==> src/design/plsc_pkg.sv <==
// package for the loopback and strap configuration block: register map,
// field positions, strap codes, presets and timing counts.
// assumes a single 25 mhz core clock and 32-bit apb register access.
package plsc_pkg;

  // register indexes as numbered by software, byte address is index * 4
  localparam int          REG_CTRL_IDX     = 0;
  localparam int          REG_ADV_IDX      = 4;
  localparam int          REG_SPEC_IDX     = 17;
  localparam int          REG_MODES_IDX    = 18;
  localparam logic [7:0]  REG_CTRL_ADDR    = 8'(REG_CTRL_IDX * 4);
  localparam logic [7:0]  REG_ADV_ADDR     = 8'(REG_ADV_IDX * 4);
  localparam logic [7:0]  REG_SPEC_ADDR    = 8'(REG_SPEC_IDX * 4);
  localparam logic [7:0]  REG_MODES_ADDR   = 8'(REG_MODES_IDX * 4);

  // control register fields
  localparam int          CTRL_SRST_BIT    = 15;
  localparam int          CTRL_LOOP_BIT    = 14;
  localparam int          CTRL_SPEED_BIT   = 13;
  localparam int          CTRL_AN_BIT      = 12;
  localparam int          CTRL_PDOWN_BIT   = 11;
  localparam int          CTRL_ISO_BIT     = 10;
  localparam int          CTRL_DUPLEX_BIT  = 8;
  localparam int          CTRL_COLTEST_BIT = 7;
  // advertisement field, special control and special modes fields
  localparam int          ADV_LSB          = 5;
  localparam int          SPEC_FAR_BIT     = 9;
  localparam int          SPEC_BYPASS_BIT  = 3;
  localparam int          MODES_MODE_LSB   = 5;
  localparam int          MODES_ADDR_LSB   = 0;

  // strap codes with behaviour beyond plain presets
  localparam logic [2:0]  MODE_REPEATER    = 3'h5;
  localparam logic [2:0]  MODE_PDOWN       = 3'h6;
  localparam logic [3:0]  ADV_NONE_PRESET  = 4'hf;   // advert field left open in fixed modes
  localparam logic [5:0]  SCR_SEED_HI      = 6'h2b;  // keeps the scrambler seed nonzero

  // timing: core clock, soft reset length, external reset hold time
  localparam int          CLK_PERIOD_NS    = 40;
  localparam int          SRST_TIME_NS     = 400;
  localparam int          SRST_CYCLES      = (SRST_TIME_NS + CLK_PERIOD_NS - 1) / CLK_PERIOD_NS;
  localparam int          HWRST_MIN_US     = 100;

  // control presets {speed, autoneg, isolate, duplex} per strap code
  function automatic logic [3:0] preset_ctrl(input logic [2:0] mode);
    logic [3:0] v;
    v = 4'h0;
    case (mode)
      3'h1:    v = 4'h1;
      3'h2:    v = 4'h8;
      3'h3:    v = 4'h9;
      3'h4:    v = 4'hc;
      3'h5:    v = 4'hc;
      3'h7:    v = 4'hd;
      default: v = 4'h0;
    endcase
    return v;
  endfunction

  // advertised abilities preset per strap code
  function automatic logic [3:0] preset_adv(input logic [2:0] mode);
    logic [3:0] v;
    v = ADV_NONE_PRESET;
    if (mode == 3'h4 || mode == 3'h5) begin
      v = 4'h4;
    end
    return v;
  endfunction

endpackage

==> src/design/plsc_phy_cfg.sv <==
// phy loopback paths, strap capture, soft reset and apb register file.
// assumes apb on clk_in, straps pulled on the shared receive pins during reset,
// line side symbols already descrambled on input.
//
// The APB interface to the registers and the register offsets were decided locally.
`timescale 1ns/1ps
module plsc_phy_cfg #(
  parameter int SRST_CYCLES = plsc_pkg::SRST_CYCLES
) (
  input  wire logic        clk_in,                 // 25 mhz core clock
  input  wire logic        rstn_in,                // hardware reset, active low
  input  wire logic        ce_in,                  // clock enable, freezes state
  input  wire logic        apb_psel_in,            // apb select
  input  wire logic        apb_penable_in,         // apb access phase
  input  wire logic        apb_pwrite_in,          // apb write
  input  wire logic [7:0]  apb_paddr_in,           // apb byte address
  input  wire logic [31:0] apb_pwdata_in,          // apb write data
  output logic      [31:0] apb_prdata_out,         // apb read data
  output logic             apb_pready_out,         // apb ready
  output logic             apb_pslverr_out,        // unmapped address
  input  wire logic [1:0]  mac_txd_in,             // mac transmit data
  input  wire logic        mac_tx_en_in,           // mac transmit enable
  input  wire logic [1:0]  rxd_in,                 // rxd pin level, mode[1:0]
  output logic      [1:0]  rxd_out,                // receive data
  output logic             rxd_oe_out,             // rxd pin drive enable
  input  wire logic        crs_dv_in,              // crs_dv pin level, mode[2]
  output logic             crs_dv_out,             // carrier / data valid
  output logic             crs_dv_oe_out,          // crs_dv pin drive enable
  input  wire logic        addr_strap_bit_in,      // receive error pin level
  output logic             rx_er_out,              // receive error
  output logic             rx_er_oe_out,           // receive error pin drive enable
  output logic             col_out,                // collision
  input  wire logic [1:0]  line_rxd_in,            // descrambled line symbols
  input  wire logic        line_rx_dv_in,          // line receive activity
  input  wire logic        line_rx_er_in,          // line symbol error
  output logic      [1:0]  line_txd_out,           // scrambled line data
  output logic             line_tx_en_out,         // line transmitter power
  input  wire logic        mgmt_valid_in,          // management frame header seen
  input  wire logic [4:0]  mgmt_addr_in,           // frame phy address field
  input  wire logic        mgmt_write_in,          // frame is a write
  output logic             mgmt_accept_out,        // frame is for this phy
  output logic      [4:0]  phy_addr_out,           // current phy address
  output logic             pdown_out               // digital block powered down
);

  if (SRST_CYCLES < 1 || SRST_CYCLES > 1000) begin : g_bad_srst
    $error("SRST_CYCLES must be 1 to 1000");
  end

  typedef enum logic [1:0] {ST_HOLD, ST_RUN, ST_SRST} plsc_state_t;

  logic              rst_sync1_reg, rst_n_reg;
  plsc_state_t       state_reg;
  logic [9:0]        srst_cnt_reg;
  logic              loop_reg, speed_reg, an_reg, pdown_reg, iso_reg, duplex_reg, coltest_reg;
  logic [3:0]        adv_reg;
  logic              far_reg, bypass_reg;
  logic [2:0]        mode_reg;
  logic [4:0]        addr_reg;
  logic [10:0]       lfsr_reg;
  logic [1:0]        scr_data_reg, key_reg;
  logic              tx_en_q_reg;
  logic [31:0]       prdata_reg;
  logic              capture, srst_done, load_evt, setup, access, hit;
  logic              wr_ctrl, wr_adv, wr_spec, wr_modes;
  logic [2:0]        load_mode, strap_mode;
  logic [3:0]        pre_ctrl;
  logic              near_act, far_act, mac_quiet, tx_en_eff, half_tx_crs;
  logic [1:0]        txd_eff;

  // reset release through two flops
  always_ff @(posedge clk_in or negedge rstn_in) begin
    if (!rstn_in) begin
      rst_sync1_reg <= 1'b0;
      rst_n_reg     <= 1'b0;
    end else begin
      rst_sync1_reg <= 1'b1;
      rst_n_reg     <= rst_sync1_reg;
    end
  end

  // strap pin map: rxd0, rxd1, crs_dv form the mode code
  assign strap_mode = {crs_dv_in, rxd_in};
  // gated by the released reset so the held state never reads as a capture
  assign capture    = ce_in && rst_n_reg && state_reg == ST_HOLD;
  assign srst_done  = ce_in && state_reg == ST_SRST && srst_cnt_reg == 10'h000;
  assign load_evt   = capture || srst_done;
  // soft reset takes presets from the mode field, never from the pins
  assign load_mode  = capture ? strap_mode : mode_reg;
  assign pre_ctrl   = plsc_pkg::preset_ctrl(load_mode);

  // apb decode
  assign setup    = apb_psel_in && !apb_penable_in;
  assign access   = apb_psel_in && apb_penable_in;
  assign hit      = apb_paddr_in == plsc_pkg::REG_CTRL_ADDR || apb_paddr_in == plsc_pkg::REG_ADV_ADDR ||
                    apb_paddr_in == plsc_pkg::REG_SPEC_ADDR || apb_paddr_in == plsc_pkg::REG_MODES_ADDR;
  assign wr_ctrl  = ce_in && access && apb_pwrite_in && apb_paddr_in == plsc_pkg::REG_CTRL_ADDR;
  assign wr_adv   = ce_in && access && apb_pwrite_in && apb_paddr_in == plsc_pkg::REG_ADV_ADDR;
  assign wr_spec  = ce_in && access && apb_pwrite_in && apb_paddr_in == plsc_pkg::REG_SPEC_ADDR;
  assign wr_modes = ce_in && access && apb_pwrite_in && apb_paddr_in == plsc_pkg::REG_MODES_ADDR;
  // zero wait states; pready held low while ce is low so no write is lost
  assign apb_pready_out  = access && ce_in;
  assign apb_pslverr_out = access && ce_in && !hit;
  assign apb_prdata_out  = prdata_reg;

  // configuration sequence: hold pins, capture straps, run, soft reset
  always_ff @(posedge clk_in or negedge rst_n_reg) begin
    if (!rst_n_reg) begin
      state_reg    <= ST_HOLD;
      srst_cnt_reg <= 10'h000;
    end else if (ce_in) begin
      unique case (state_reg)
        ST_HOLD: begin
          state_reg <= ST_RUN;
        end
        ST_RUN: begin
          if (wr_ctrl && apb_pwdata_in[plsc_pkg::CTRL_SRST_BIT]) begin
            state_reg    <= ST_SRST;
            srst_cnt_reg <= 10'(SRST_CYCLES - 1);
          end
        end
        ST_SRST: begin
          // a new write of bit 15 in the final cycle restarts the count, though the presets still load
          if (wr_ctrl && apb_pwdata_in[plsc_pkg::CTRL_SRST_BIT]) begin
            srst_cnt_reg <= 10'(SRST_CYCLES - 1);
          end else if (srst_cnt_reg == 10'h000) begin
            state_reg <= ST_RUN;
          end else begin
            srst_cnt_reg <= srst_cnt_reg - 10'h001;
          end
        end
      endcase
    end
  end

  // address and mode field, kept across soft reset
  always_ff @(posedge clk_in or negedge rst_n_reg) begin
    if (!rst_n_reg) begin
      mode_reg <= 3'h0;
      addr_reg <= 5'h00;
    end else if (capture) begin
      mode_reg <= strap_mode;
      addr_reg <= {4'h0, addr_strap_bit_in};
    end else if (wr_modes) begin
      mode_reg <= apb_pwdata_in[plsc_pkg::MODES_MODE_LSB +: 3];
      addr_reg <= apb_pwdata_in[plsc_pkg::MODES_ADDR_LSB +: 5];
    end
  end

  // control and advertisement bits: presets on load, else software writes
  always_ff @(posedge clk_in or negedge rst_n_reg) begin
    if (!rst_n_reg) begin
      {loop_reg, speed_reg, an_reg, pdown_reg, iso_reg, duplex_reg, coltest_reg} <= 7'h00;
      adv_reg <= plsc_pkg::ADV_NONE_PRESET;
    end else if (load_evt) begin
      loop_reg    <= 1'b0;
      coltest_reg <= 1'b0;
      {speed_reg, an_reg, iso_reg, duplex_reg} <= pre_ctrl;
      pdown_reg   <= load_mode == plsc_pkg::MODE_PDOWN;
      adv_reg     <= plsc_pkg::preset_adv(load_mode);
    end else if (wr_ctrl) begin
      loop_reg    <= apb_pwdata_in[plsc_pkg::CTRL_LOOP_BIT];
      speed_reg   <= apb_pwdata_in[plsc_pkg::CTRL_SPEED_BIT];
      an_reg      <= apb_pwdata_in[plsc_pkg::CTRL_AN_BIT];
      pdown_reg   <= apb_pwdata_in[plsc_pkg::CTRL_PDOWN_BIT];
      iso_reg     <= apb_pwdata_in[plsc_pkg::CTRL_ISO_BIT];
      duplex_reg  <= apb_pwdata_in[plsc_pkg::CTRL_DUPLEX_BIT];
      coltest_reg <= apb_pwdata_in[plsc_pkg::CTRL_COLTEST_BIT];
    end else if (wr_adv) begin
      adv_reg <= apb_pwdata_in[plsc_pkg::ADV_LSB +: 4];
    end
  end

  // special control bits, cleared by either reset
  always_ff @(posedge clk_in or negedge rst_n_reg) begin
    if (!rst_n_reg) begin
      far_reg    <= 1'b0;
      bypass_reg <= 1'b0;
    end else if (load_evt) begin
      far_reg    <= 1'b0;
      bypass_reg <= 1'b0;
    end else if (wr_spec) begin
      far_reg    <= apb_pwdata_in[plsc_pkg::SPEC_FAR_BIT];
      bypass_reg <= apb_pwdata_in[plsc_pkg::SPEC_BYPASS_BIT];
    end
  end

  // read data captured in the setup phase, stable through access
  always_ff @(posedge clk_in or negedge rst_n_reg) begin
    if (!rst_n_reg) begin
      prdata_reg <= 32'h0000_0000;
    end else if (ce_in && setup) begin
      prdata_reg <= 32'h0000_0000;
      unique case (apb_paddr_in)
        plsc_pkg::REG_CTRL_ADDR: begin
          prdata_reg[plsc_pkg::CTRL_SRST_BIT]    <= state_reg == ST_SRST;
          prdata_reg[plsc_pkg::CTRL_LOOP_BIT]    <= loop_reg;
          prdata_reg[plsc_pkg::CTRL_SPEED_BIT]   <= speed_reg;
          prdata_reg[plsc_pkg::CTRL_AN_BIT]      <= an_reg;
          prdata_reg[plsc_pkg::CTRL_PDOWN_BIT]   <= pdown_reg;
          prdata_reg[plsc_pkg::CTRL_ISO_BIT]     <= iso_reg;
          prdata_reg[plsc_pkg::CTRL_DUPLEX_BIT]  <= duplex_reg;
          prdata_reg[plsc_pkg::CTRL_COLTEST_BIT] <= coltest_reg;
        end
        plsc_pkg::REG_ADV_ADDR: begin
          prdata_reg[plsc_pkg::ADV_LSB +: 4] <= adv_reg;
        end
        plsc_pkg::REG_SPEC_ADDR: begin
          prdata_reg[plsc_pkg::SPEC_FAR_BIT]    <= far_reg;
          prdata_reg[plsc_pkg::SPEC_BYPASS_BIT] <= bypass_reg;
        end
        plsc_pkg::REG_MODES_ADDR: begin
          prdata_reg[plsc_pkg::MODES_MODE_LSB +: 3] <= mode_reg;
          prdata_reg[plsc_pkg::MODES_ADDR_LSB +: 5] <= addr_reg;
        end
        default: begin
          prdata_reg <= 32'h0000_0000;
        end
      endcase
    end
  end

  // address match, with write bypass; reads always need a match
  assign mgmt_accept_out = mgmt_valid_in && (mgmt_addr_in == addr_reg ||
                           (mgmt_write_in && bypass_reg));
  assign phy_addr_out    = addr_reg;
  assign pdown_out       = pdown_reg;

  // loopback selection; far loopback wins if both are set
  assign far_act     = far_reg && !pdown_reg && state_reg != ST_HOLD;
  assign near_act    = loop_reg && !far_reg && !pdown_reg && state_reg != ST_HOLD;
  assign mac_quiet   = far_act || pdown_reg || iso_reg || state_reg == ST_HOLD;
  assign txd_eff     = mac_quiet ? 2'h0 : mac_txd_in;
  assign tx_en_eff   = mac_tx_en_in && !mac_quiet;
  // repeater and full duplex keep carrier on receive activity only
  assign half_tx_crs = !duplex_reg && mode_reg != plsc_pkg::MODE_REPEATER && tx_en_eff;

  // transmit scrambler, reseeded from the address at every load
  always_ff @(posedge clk_in or negedge rst_n_reg) begin
    if (!rst_n_reg) begin
      lfsr_reg <= {plsc_pkg::SCR_SEED_HI, 5'h00};
    end else if (load_evt) begin
      lfsr_reg <= {plsc_pkg::SCR_SEED_HI, capture ? {4'h0, addr_strap_bit_in} : addr_reg};
    end else if (ce_in) begin
      lfsr_reg <= {lfsr_reg[9:0], lfsr_reg[10] ^ lfsr_reg[8]};
    end
  end

  // coding stage: scrambled symbol with its key for the near loop
  always_ff @(posedge clk_in or negedge rst_n_reg) begin
    if (!rst_n_reg) begin
      scr_data_reg <= 2'h0;
      key_reg      <= 2'h0;
      tx_en_q_reg  <= 1'b0;
    end else if (ce_in) begin
      scr_data_reg <= txd_eff ^ lfsr_reg[1:0];
      key_reg      <= lfsr_reg[1:0];
      tx_en_q_reg  <= tx_en_eff;
    end
  end

  // line side: echo in far loop, transmitters off in near loop
  always_ff @(posedge clk_in or negedge rst_n_reg) begin
    if (!rst_n_reg) begin
      line_txd_out   <= 2'h0;
      line_tx_en_out <= 1'b0;
    end else if (ce_in) begin
      if (far_act) begin
        line_txd_out   <= line_rxd_in;
        line_tx_en_out <= line_rx_dv_in;
      end else begin
        line_txd_out   <= (near_act || pdown_reg) ? 2'h0 : scr_data_reg;
        line_tx_en_out <= tx_en_q_reg && !near_act && !pdown_reg;
      end
    end
  end

  // mac receive side; quiet in far loop, power down and before capture
  always_ff @(posedge clk_in or negedge rst_n_reg) begin
    if (!rst_n_reg) begin
      rxd_out    <= 2'h0;
      crs_dv_out <= 1'b0;
      rx_er_out  <= 1'b0;
      col_out    <= 1'b0;
    end else if (ce_in) begin
      if (far_act || pdown_reg || state_reg == ST_HOLD) begin
        rxd_out    <= 2'h0;
        crs_dv_out <= 1'b0;
        rx_er_out  <= 1'b0;
        col_out    <= 1'b0;
      end else if (near_act) begin
        rxd_out    <= scr_data_reg ^ key_reg;
        crs_dv_out <= tx_en_q_reg;
        rx_er_out  <= 1'b0;
        col_out    <= coltest_reg && tx_en_eff;
      end else begin
        rxd_out    <= line_rxd_in;
        crs_dv_out <= line_rx_dv_in || half_tx_crs;
        rx_er_out  <= line_rx_er_in;
        col_out    <= !duplex_reg && tx_en_eff && (line_rx_dv_in || coltest_reg);
      end
    end
  end

  // shared pins float until straps are taken, so pulls set the level
  assign rxd_oe_out    = state_reg != ST_HOLD;
  assign crs_dv_oe_out = state_reg != ST_HOLD;
  assign rx_er_oe_out  = state_reg != ST_HOLD;

  property p_near_data;
    @(posedge clk_in) disable iff (!rst_n_reg)
    (ce_in && near_act)[*2] |=> rxd_out == $past(txd_eff, 2);
  endproperty
  a_near_data: assert property (p_near_data) else $error("near loop data mismatch");

  property p_near_col;
    @(posedge clk_in) disable iff (!rst_n_reg)
    ce_in && near_act && !coltest_reg |=> !col_out;
  endproperty
  a_near_col: assert property (p_near_col) else $error("collision in near loop");

  property p_near_txoff;
    @(posedge clk_in) disable iff (!rst_n_reg)
    ce_in && near_act |=> !line_tx_en_out;
  endproperty
  a_near_txoff: assert property (p_near_txoff) else $error("transmitter on in near loop");

  property p_far_echo;
    @(posedge clk_in) disable iff (!rst_n_reg)
    ce_in && far_act |=> line_txd_out == $past(line_rxd_in) && line_tx_en_out == $past(line_rx_dv_in);
  endproperty
  a_far_echo: assert property (p_far_echo) else $error("far loop echo wrong");

  property p_far_iso;
    @(posedge clk_in) disable iff (!rst_n_reg)
    ce_in && far_act |=> rxd_out == 2'h0 && !crs_dv_out && !col_out;
  endproperty
  a_far_iso: assert property (p_far_iso) else $error("mac side active in far loop");

  property p_strap_load;
    @(posedge clk_in) disable iff (!rst_n_reg)
    $past(capture) |-> addr_reg == {4'h0, $past(addr_strap_bit_in)} && mode_reg == $past(strap_mode)
      && {speed_reg, an_reg, iso_reg, duplex_reg} == plsc_pkg::preset_ctrl($past(strap_mode));
  endproperty
  a_strap_load: assert property (p_strap_load) else $error("strap capture wrong");

  property p_accept;
    @(posedge clk_in) disable iff (!rst_n_reg)
    mgmt_valid_in && mgmt_addr_in != addr_reg && (!mgmt_write_in || !bypass_reg) |-> !mgmt_accept_out;
  endproperty
  a_accept: assert property (p_accept) else $error("foreign frame accepted");

  property p_seed;
    @(posedge clk_in) disable iff (!rst_n_reg)
    $past(load_evt) |-> lfsr_reg == {plsc_pkg::SCR_SEED_HI, addr_reg};
  endproperty
  a_seed: assert property (p_seed) else $error("scrambler not seeded by address");

  property p_srst_clear;
    @(posedge clk_in) disable iff (!rst_n_reg)
    srst_done && !wr_ctrl |=> state_reg == ST_RUN ##0 mode_reg == $past(mode_reg) && !far_reg;
  endproperty
  a_srst_clear: assert property (p_srst_clear) else $error("soft reset did not finish");

  property p_pins_free;
    @(posedge clk_in) disable iff (!rst_n_reg)
    state_reg == ST_HOLD |-> !rxd_oe_out && !crs_dv_oe_out && !rx_er_oe_out;
  endproperty
  a_pins_free: assert property (p_pins_free) else $error("strap pin driven during capture");

  c_near: cover property (@(posedge clk_in) disable iff (!rst_n_reg) near_act && tx_en_q_reg);
  c_far: cover property (@(posedge clk_in) disable iff (!rst_n_reg) far_act && line_rx_dv_in);
  c_srst: cover property (@(posedge clk_in) disable iff (!rst_n_reg) srst_done);
  c_bypass: cover property (@(posedge clk_in) disable iff (!rst_n_reg)
                            mgmt_accept_out && mgmt_addr_in != addr_reg);

endmodule // plsc_phy_cfg

==> config.mk <==
export PLATFORM = sky130hd
export DESIGN_NAME = plsc_phy_cfg
export DESIGN_NICKNAME = d
export VERILOG_FILES = /design/src/design/plsc_pkg.sv /design/src/design/plsc_phy_cfg.sv
export SDC_FILE = /design/constraint.sdc
export NUM_CORES = 1
export LEC_CHECK = 0
export CELL_PAD_IN_SITES_DETAIL_PLACEMENT = 1
export CELL_PAD_IN_SITES_GLOBAL_PLACEMENT = 1
export CORE_MARGIN = 2
export CORE_UTILIZATION = 51
export CTS_CLUSTER_DIAMETER = 120
export DETAILED_ROUTE_END_ITERATION = 8
export DONT_BUFFER_PORTS = 1
export PLACE_DENSITY_LB_ADDON = 0.1
export SLEW_MARGIN = 20
export SYNTH_ARGS = -nofsm -noshare
export SYNTH_HDL_FRONTEND = slang
export SYNTH_SLANG_ARGS = --single-unit
==> constraint.sdc <==
create_clock -name clk_in -period 4.8 [get_ports clk_in]
set_input_delay 0.48 -clock clk_in [delete_from_list [all_inputs] [get_ports clk_in]]
set_output_delay 0.48 -clock clk_in [all_outputs]
set_load 0.05 [all_outputs]
==> impl_metrics.ini <==
[logic_synthesis]
ys_seq_area_frac = 0.485
avgSynthCellArea_sq_um = 9.73
synth_enable_flop_cells = 0
syn_inst = 400
synthTopCellsByArea = dfrtp_1 (43%), mux2i_1 (6.4%), dfstp_2 (5.4%)
synthAdderAreaFrac = 0.00643
synth.cell_area_sq_um = 3890
synth_ff_type = dfrtp_1
ys_types = 64
synth_top_area_cell = dfrtp_1
synth.top_cell.area_share = 0.431
async_flop_share = 1.00
synth-xor-area-share = 0.0225
synth_top_family_by_area = simple AND/OR/NAND/NOR gates
ys_warn_count = 0
synth_compound_area_frac = 0.153
synth_simple_gate_area_frac = 0.195
muxShareOfSynthArea = 0.0758
synth-seq-cells = 75

[global_routing]
antenna_found_initial = 0
grt_use_total = 0.265
grt_pass1_wl_um = 17200
grt_pass1_vias = 3276
grt_max_degree = 75
grt_remaining_overflow = 0

[pwr]
leakage_uw = 0.00185
peakVddDrop_uv = 239
internal_power_uw = 1120
p_per_area_nw_per_um2 = 415
seqPwrFrac = 0.542
p_comb_frac = 0.171
swShare = 0.345
clockPowerShare = 0.287
power.switching_uw = 588

[routing]
detail_route.first_pass.iterations = 4
post-route-drc-count = 0
detail-route-antenna-nets = 0
vias_per_cell = 6.01
via_count = 2999
wirelength_um = 10300
drtIter0Drc = 115
wl_per_cell_um = 20.7

[setup_path]
rr_worst_depth = 7
required_ps = 4320
criticalPathCategory = reg -> out
crit_arrival_ps = 2380
end_kind = output pin
critical_path.max_fanout = 5
start_kind = register

[floorplan]
start_util = 0.531
ios = 116
chipHeight_um = 91.4
die_w_um = 91.4
coreArea_sq_um = 7330
die-area_sq_um = 8350
rows = 31

[layout]
largest_reg_flops = 16
syn2layout_area_growth_pct = 5.69
final_nets = 461
antenna_cells = 0
layout_common_cells = dfrtp_1 (66), nand2_1 (48), nor2_1 (33)
stdcell_count = 499
layout-drive-gt1-share = 0.103
final_common_cell = dfrtp_1

[placed_design]
io_buffer_count = 0
dp_cells = 482
gp_congestion = 0.829
dpl.hpwl_um = 7460

[clocking]
htree_levels = 3
cts_sinks = 75
cts_setup_buffers = 0
numCtsBuffers = 9
cts_root_buf = clkbuf_8
cts_tree = yes
ctsLongestPathBuffers = 2
clk_pin_slew_ps = 80
insertion_delay_ps = 350

[sta]
hold_viol = 0
clock_skew_ps = 10.5
rsz0062_at_grt = no
final.period_utilization = 0.595
slew_headroom = 0.298
fmaxAchievable_mhz = 350
report.final.slew_viol_count = 0
period_minus_slack_ps = 2860
finalSetupTns_ps = 0
worst_pin_slew_ps = 1050
final-setup-viol-count = 0

[status]
outcome = complete, no violations

[min_path]
hp-class = in -> reg
hold_path_depth = 1

[job]
maxCapViolations = 0
[power groups by stage]
stage | Clock [uW] | Combinational [uW] | Sequential, uW
2_1_floorplan | 0 | 253 | 907
3_3_place_gp | 0 | 277 | 930
3_5_place_dp | 0 | 290 | 936
4_1_cts | 496 | 293 | 924
5_1_grt | 529 | 329 | 938
6_report | 490 | 292 | 925
[stage by stage]
| step | cell area (sq um) | setup WS (ps) | total power, uW | hold WS (ps) | util |
|---|---|---|---|---|---|
| final | 4120 | 1940 | 1710 | 214 | 0.561 |
| after global routing | 4120 | 1770 | 1800 | 195 | 0.561 |
| after detailed placement | 3890 | 1910 | 1230 | 184 | 0.531 |
| after global placement | 3890 | 1890 | 1210 | 184 | 0.531 |
| after CTS | 4100 | 1900 | 1710 | 201 | 0.559 |
| after floorplan | 3950 | 1460 | 1160 | 184 | - |
[kinds of logic after synthesis]
group / Yosys count
and+or+nand+nor: 145
AOI/OAI and AO/OA: 93
DFF: 75
buffers and inverters: 44
muxes: 29
xor gates and xnor gates: 10
adders and majority gates: 2
other: 2
[Yosys cell counts (4+ instances only)]
cell type	n
nor2_1	33
xor2_1	6
a221oi_1	4
a21oi_1	26
inv_1	11
nand3_1	12
dfrtp_1	67
nor3_1	10
a31oi_1	5
xnor2_1	4
dfstp_2	8
nand2b_1	5
mux2_2	4
and2_1	4
nand2_1	48
o21ai_0	25
buf_4	18
mux2i_1	25
a22o_1	6
clkbuf_1	11
[worst max-delay path, cell delays in order, from the launching register on]
cell and delay [ps]:
dfrtp_1 810, xor2_1 140, nor3_1 200, a32oi_1 130, nor2b_1 750
[routing by layer]
layer / vias up / GRT usage / part of all wire
met5: - / 0 / 0
met4: 0 / 0.0846 / 0.012
met3: 9 / 0.0589 / 0.047
met2: 68 / 0.449 / 0.51
met1: 1536 / 0.337 / 0.43
li1: 1386 / - / -
[path summary, 6_finish.rpt]
check                                            start                          end  slack (ps)
setup reg to reg           srst_cnt_reg[0]$_DFFE_PN0P_           an_reg$_DFFE_PN0P_        2340
max in group asynchronous          rst_n_reg$_DFF_PN0_      mode_reg[2]$_DFFE_PN0P_        3640
hold reg to reg                rst_sync1_reg$_DFF_PN0_          rst_n_reg$_DFF_PN0_         360
setup / recovery           phy_addr_out[1]$_DFFE_PN0P_              mgmt_accept_out        1940
hold / removal                                   ce_in  scr_data_reg[1]$_DFFE_PN0P_         210
min in group asynchronous                      rstn_in      rst_sync1_reg$_DFF_PN0_         350
[final cells by class]
class,instances,area [sq um]
Inverter,11,41.3
Clock buffer,11,131
Fill cell,836,3220
Tap cell,99,124
Sequential cell,75,1890
Timing Repair Buffer,2,17.5
Multi-Input combinational cell,296,1850
Clock inverter,5,62.6
[timing repair]
| item | 4_1_cts | 5_1_grt |
|---|---|---|
| hold buffers | 1 | 0 |
| hold endpoints to repair | 2 | 0 |
| resized for setup | 0 | 0 |
Note: power is estimated with default switching activity, not from simulation.
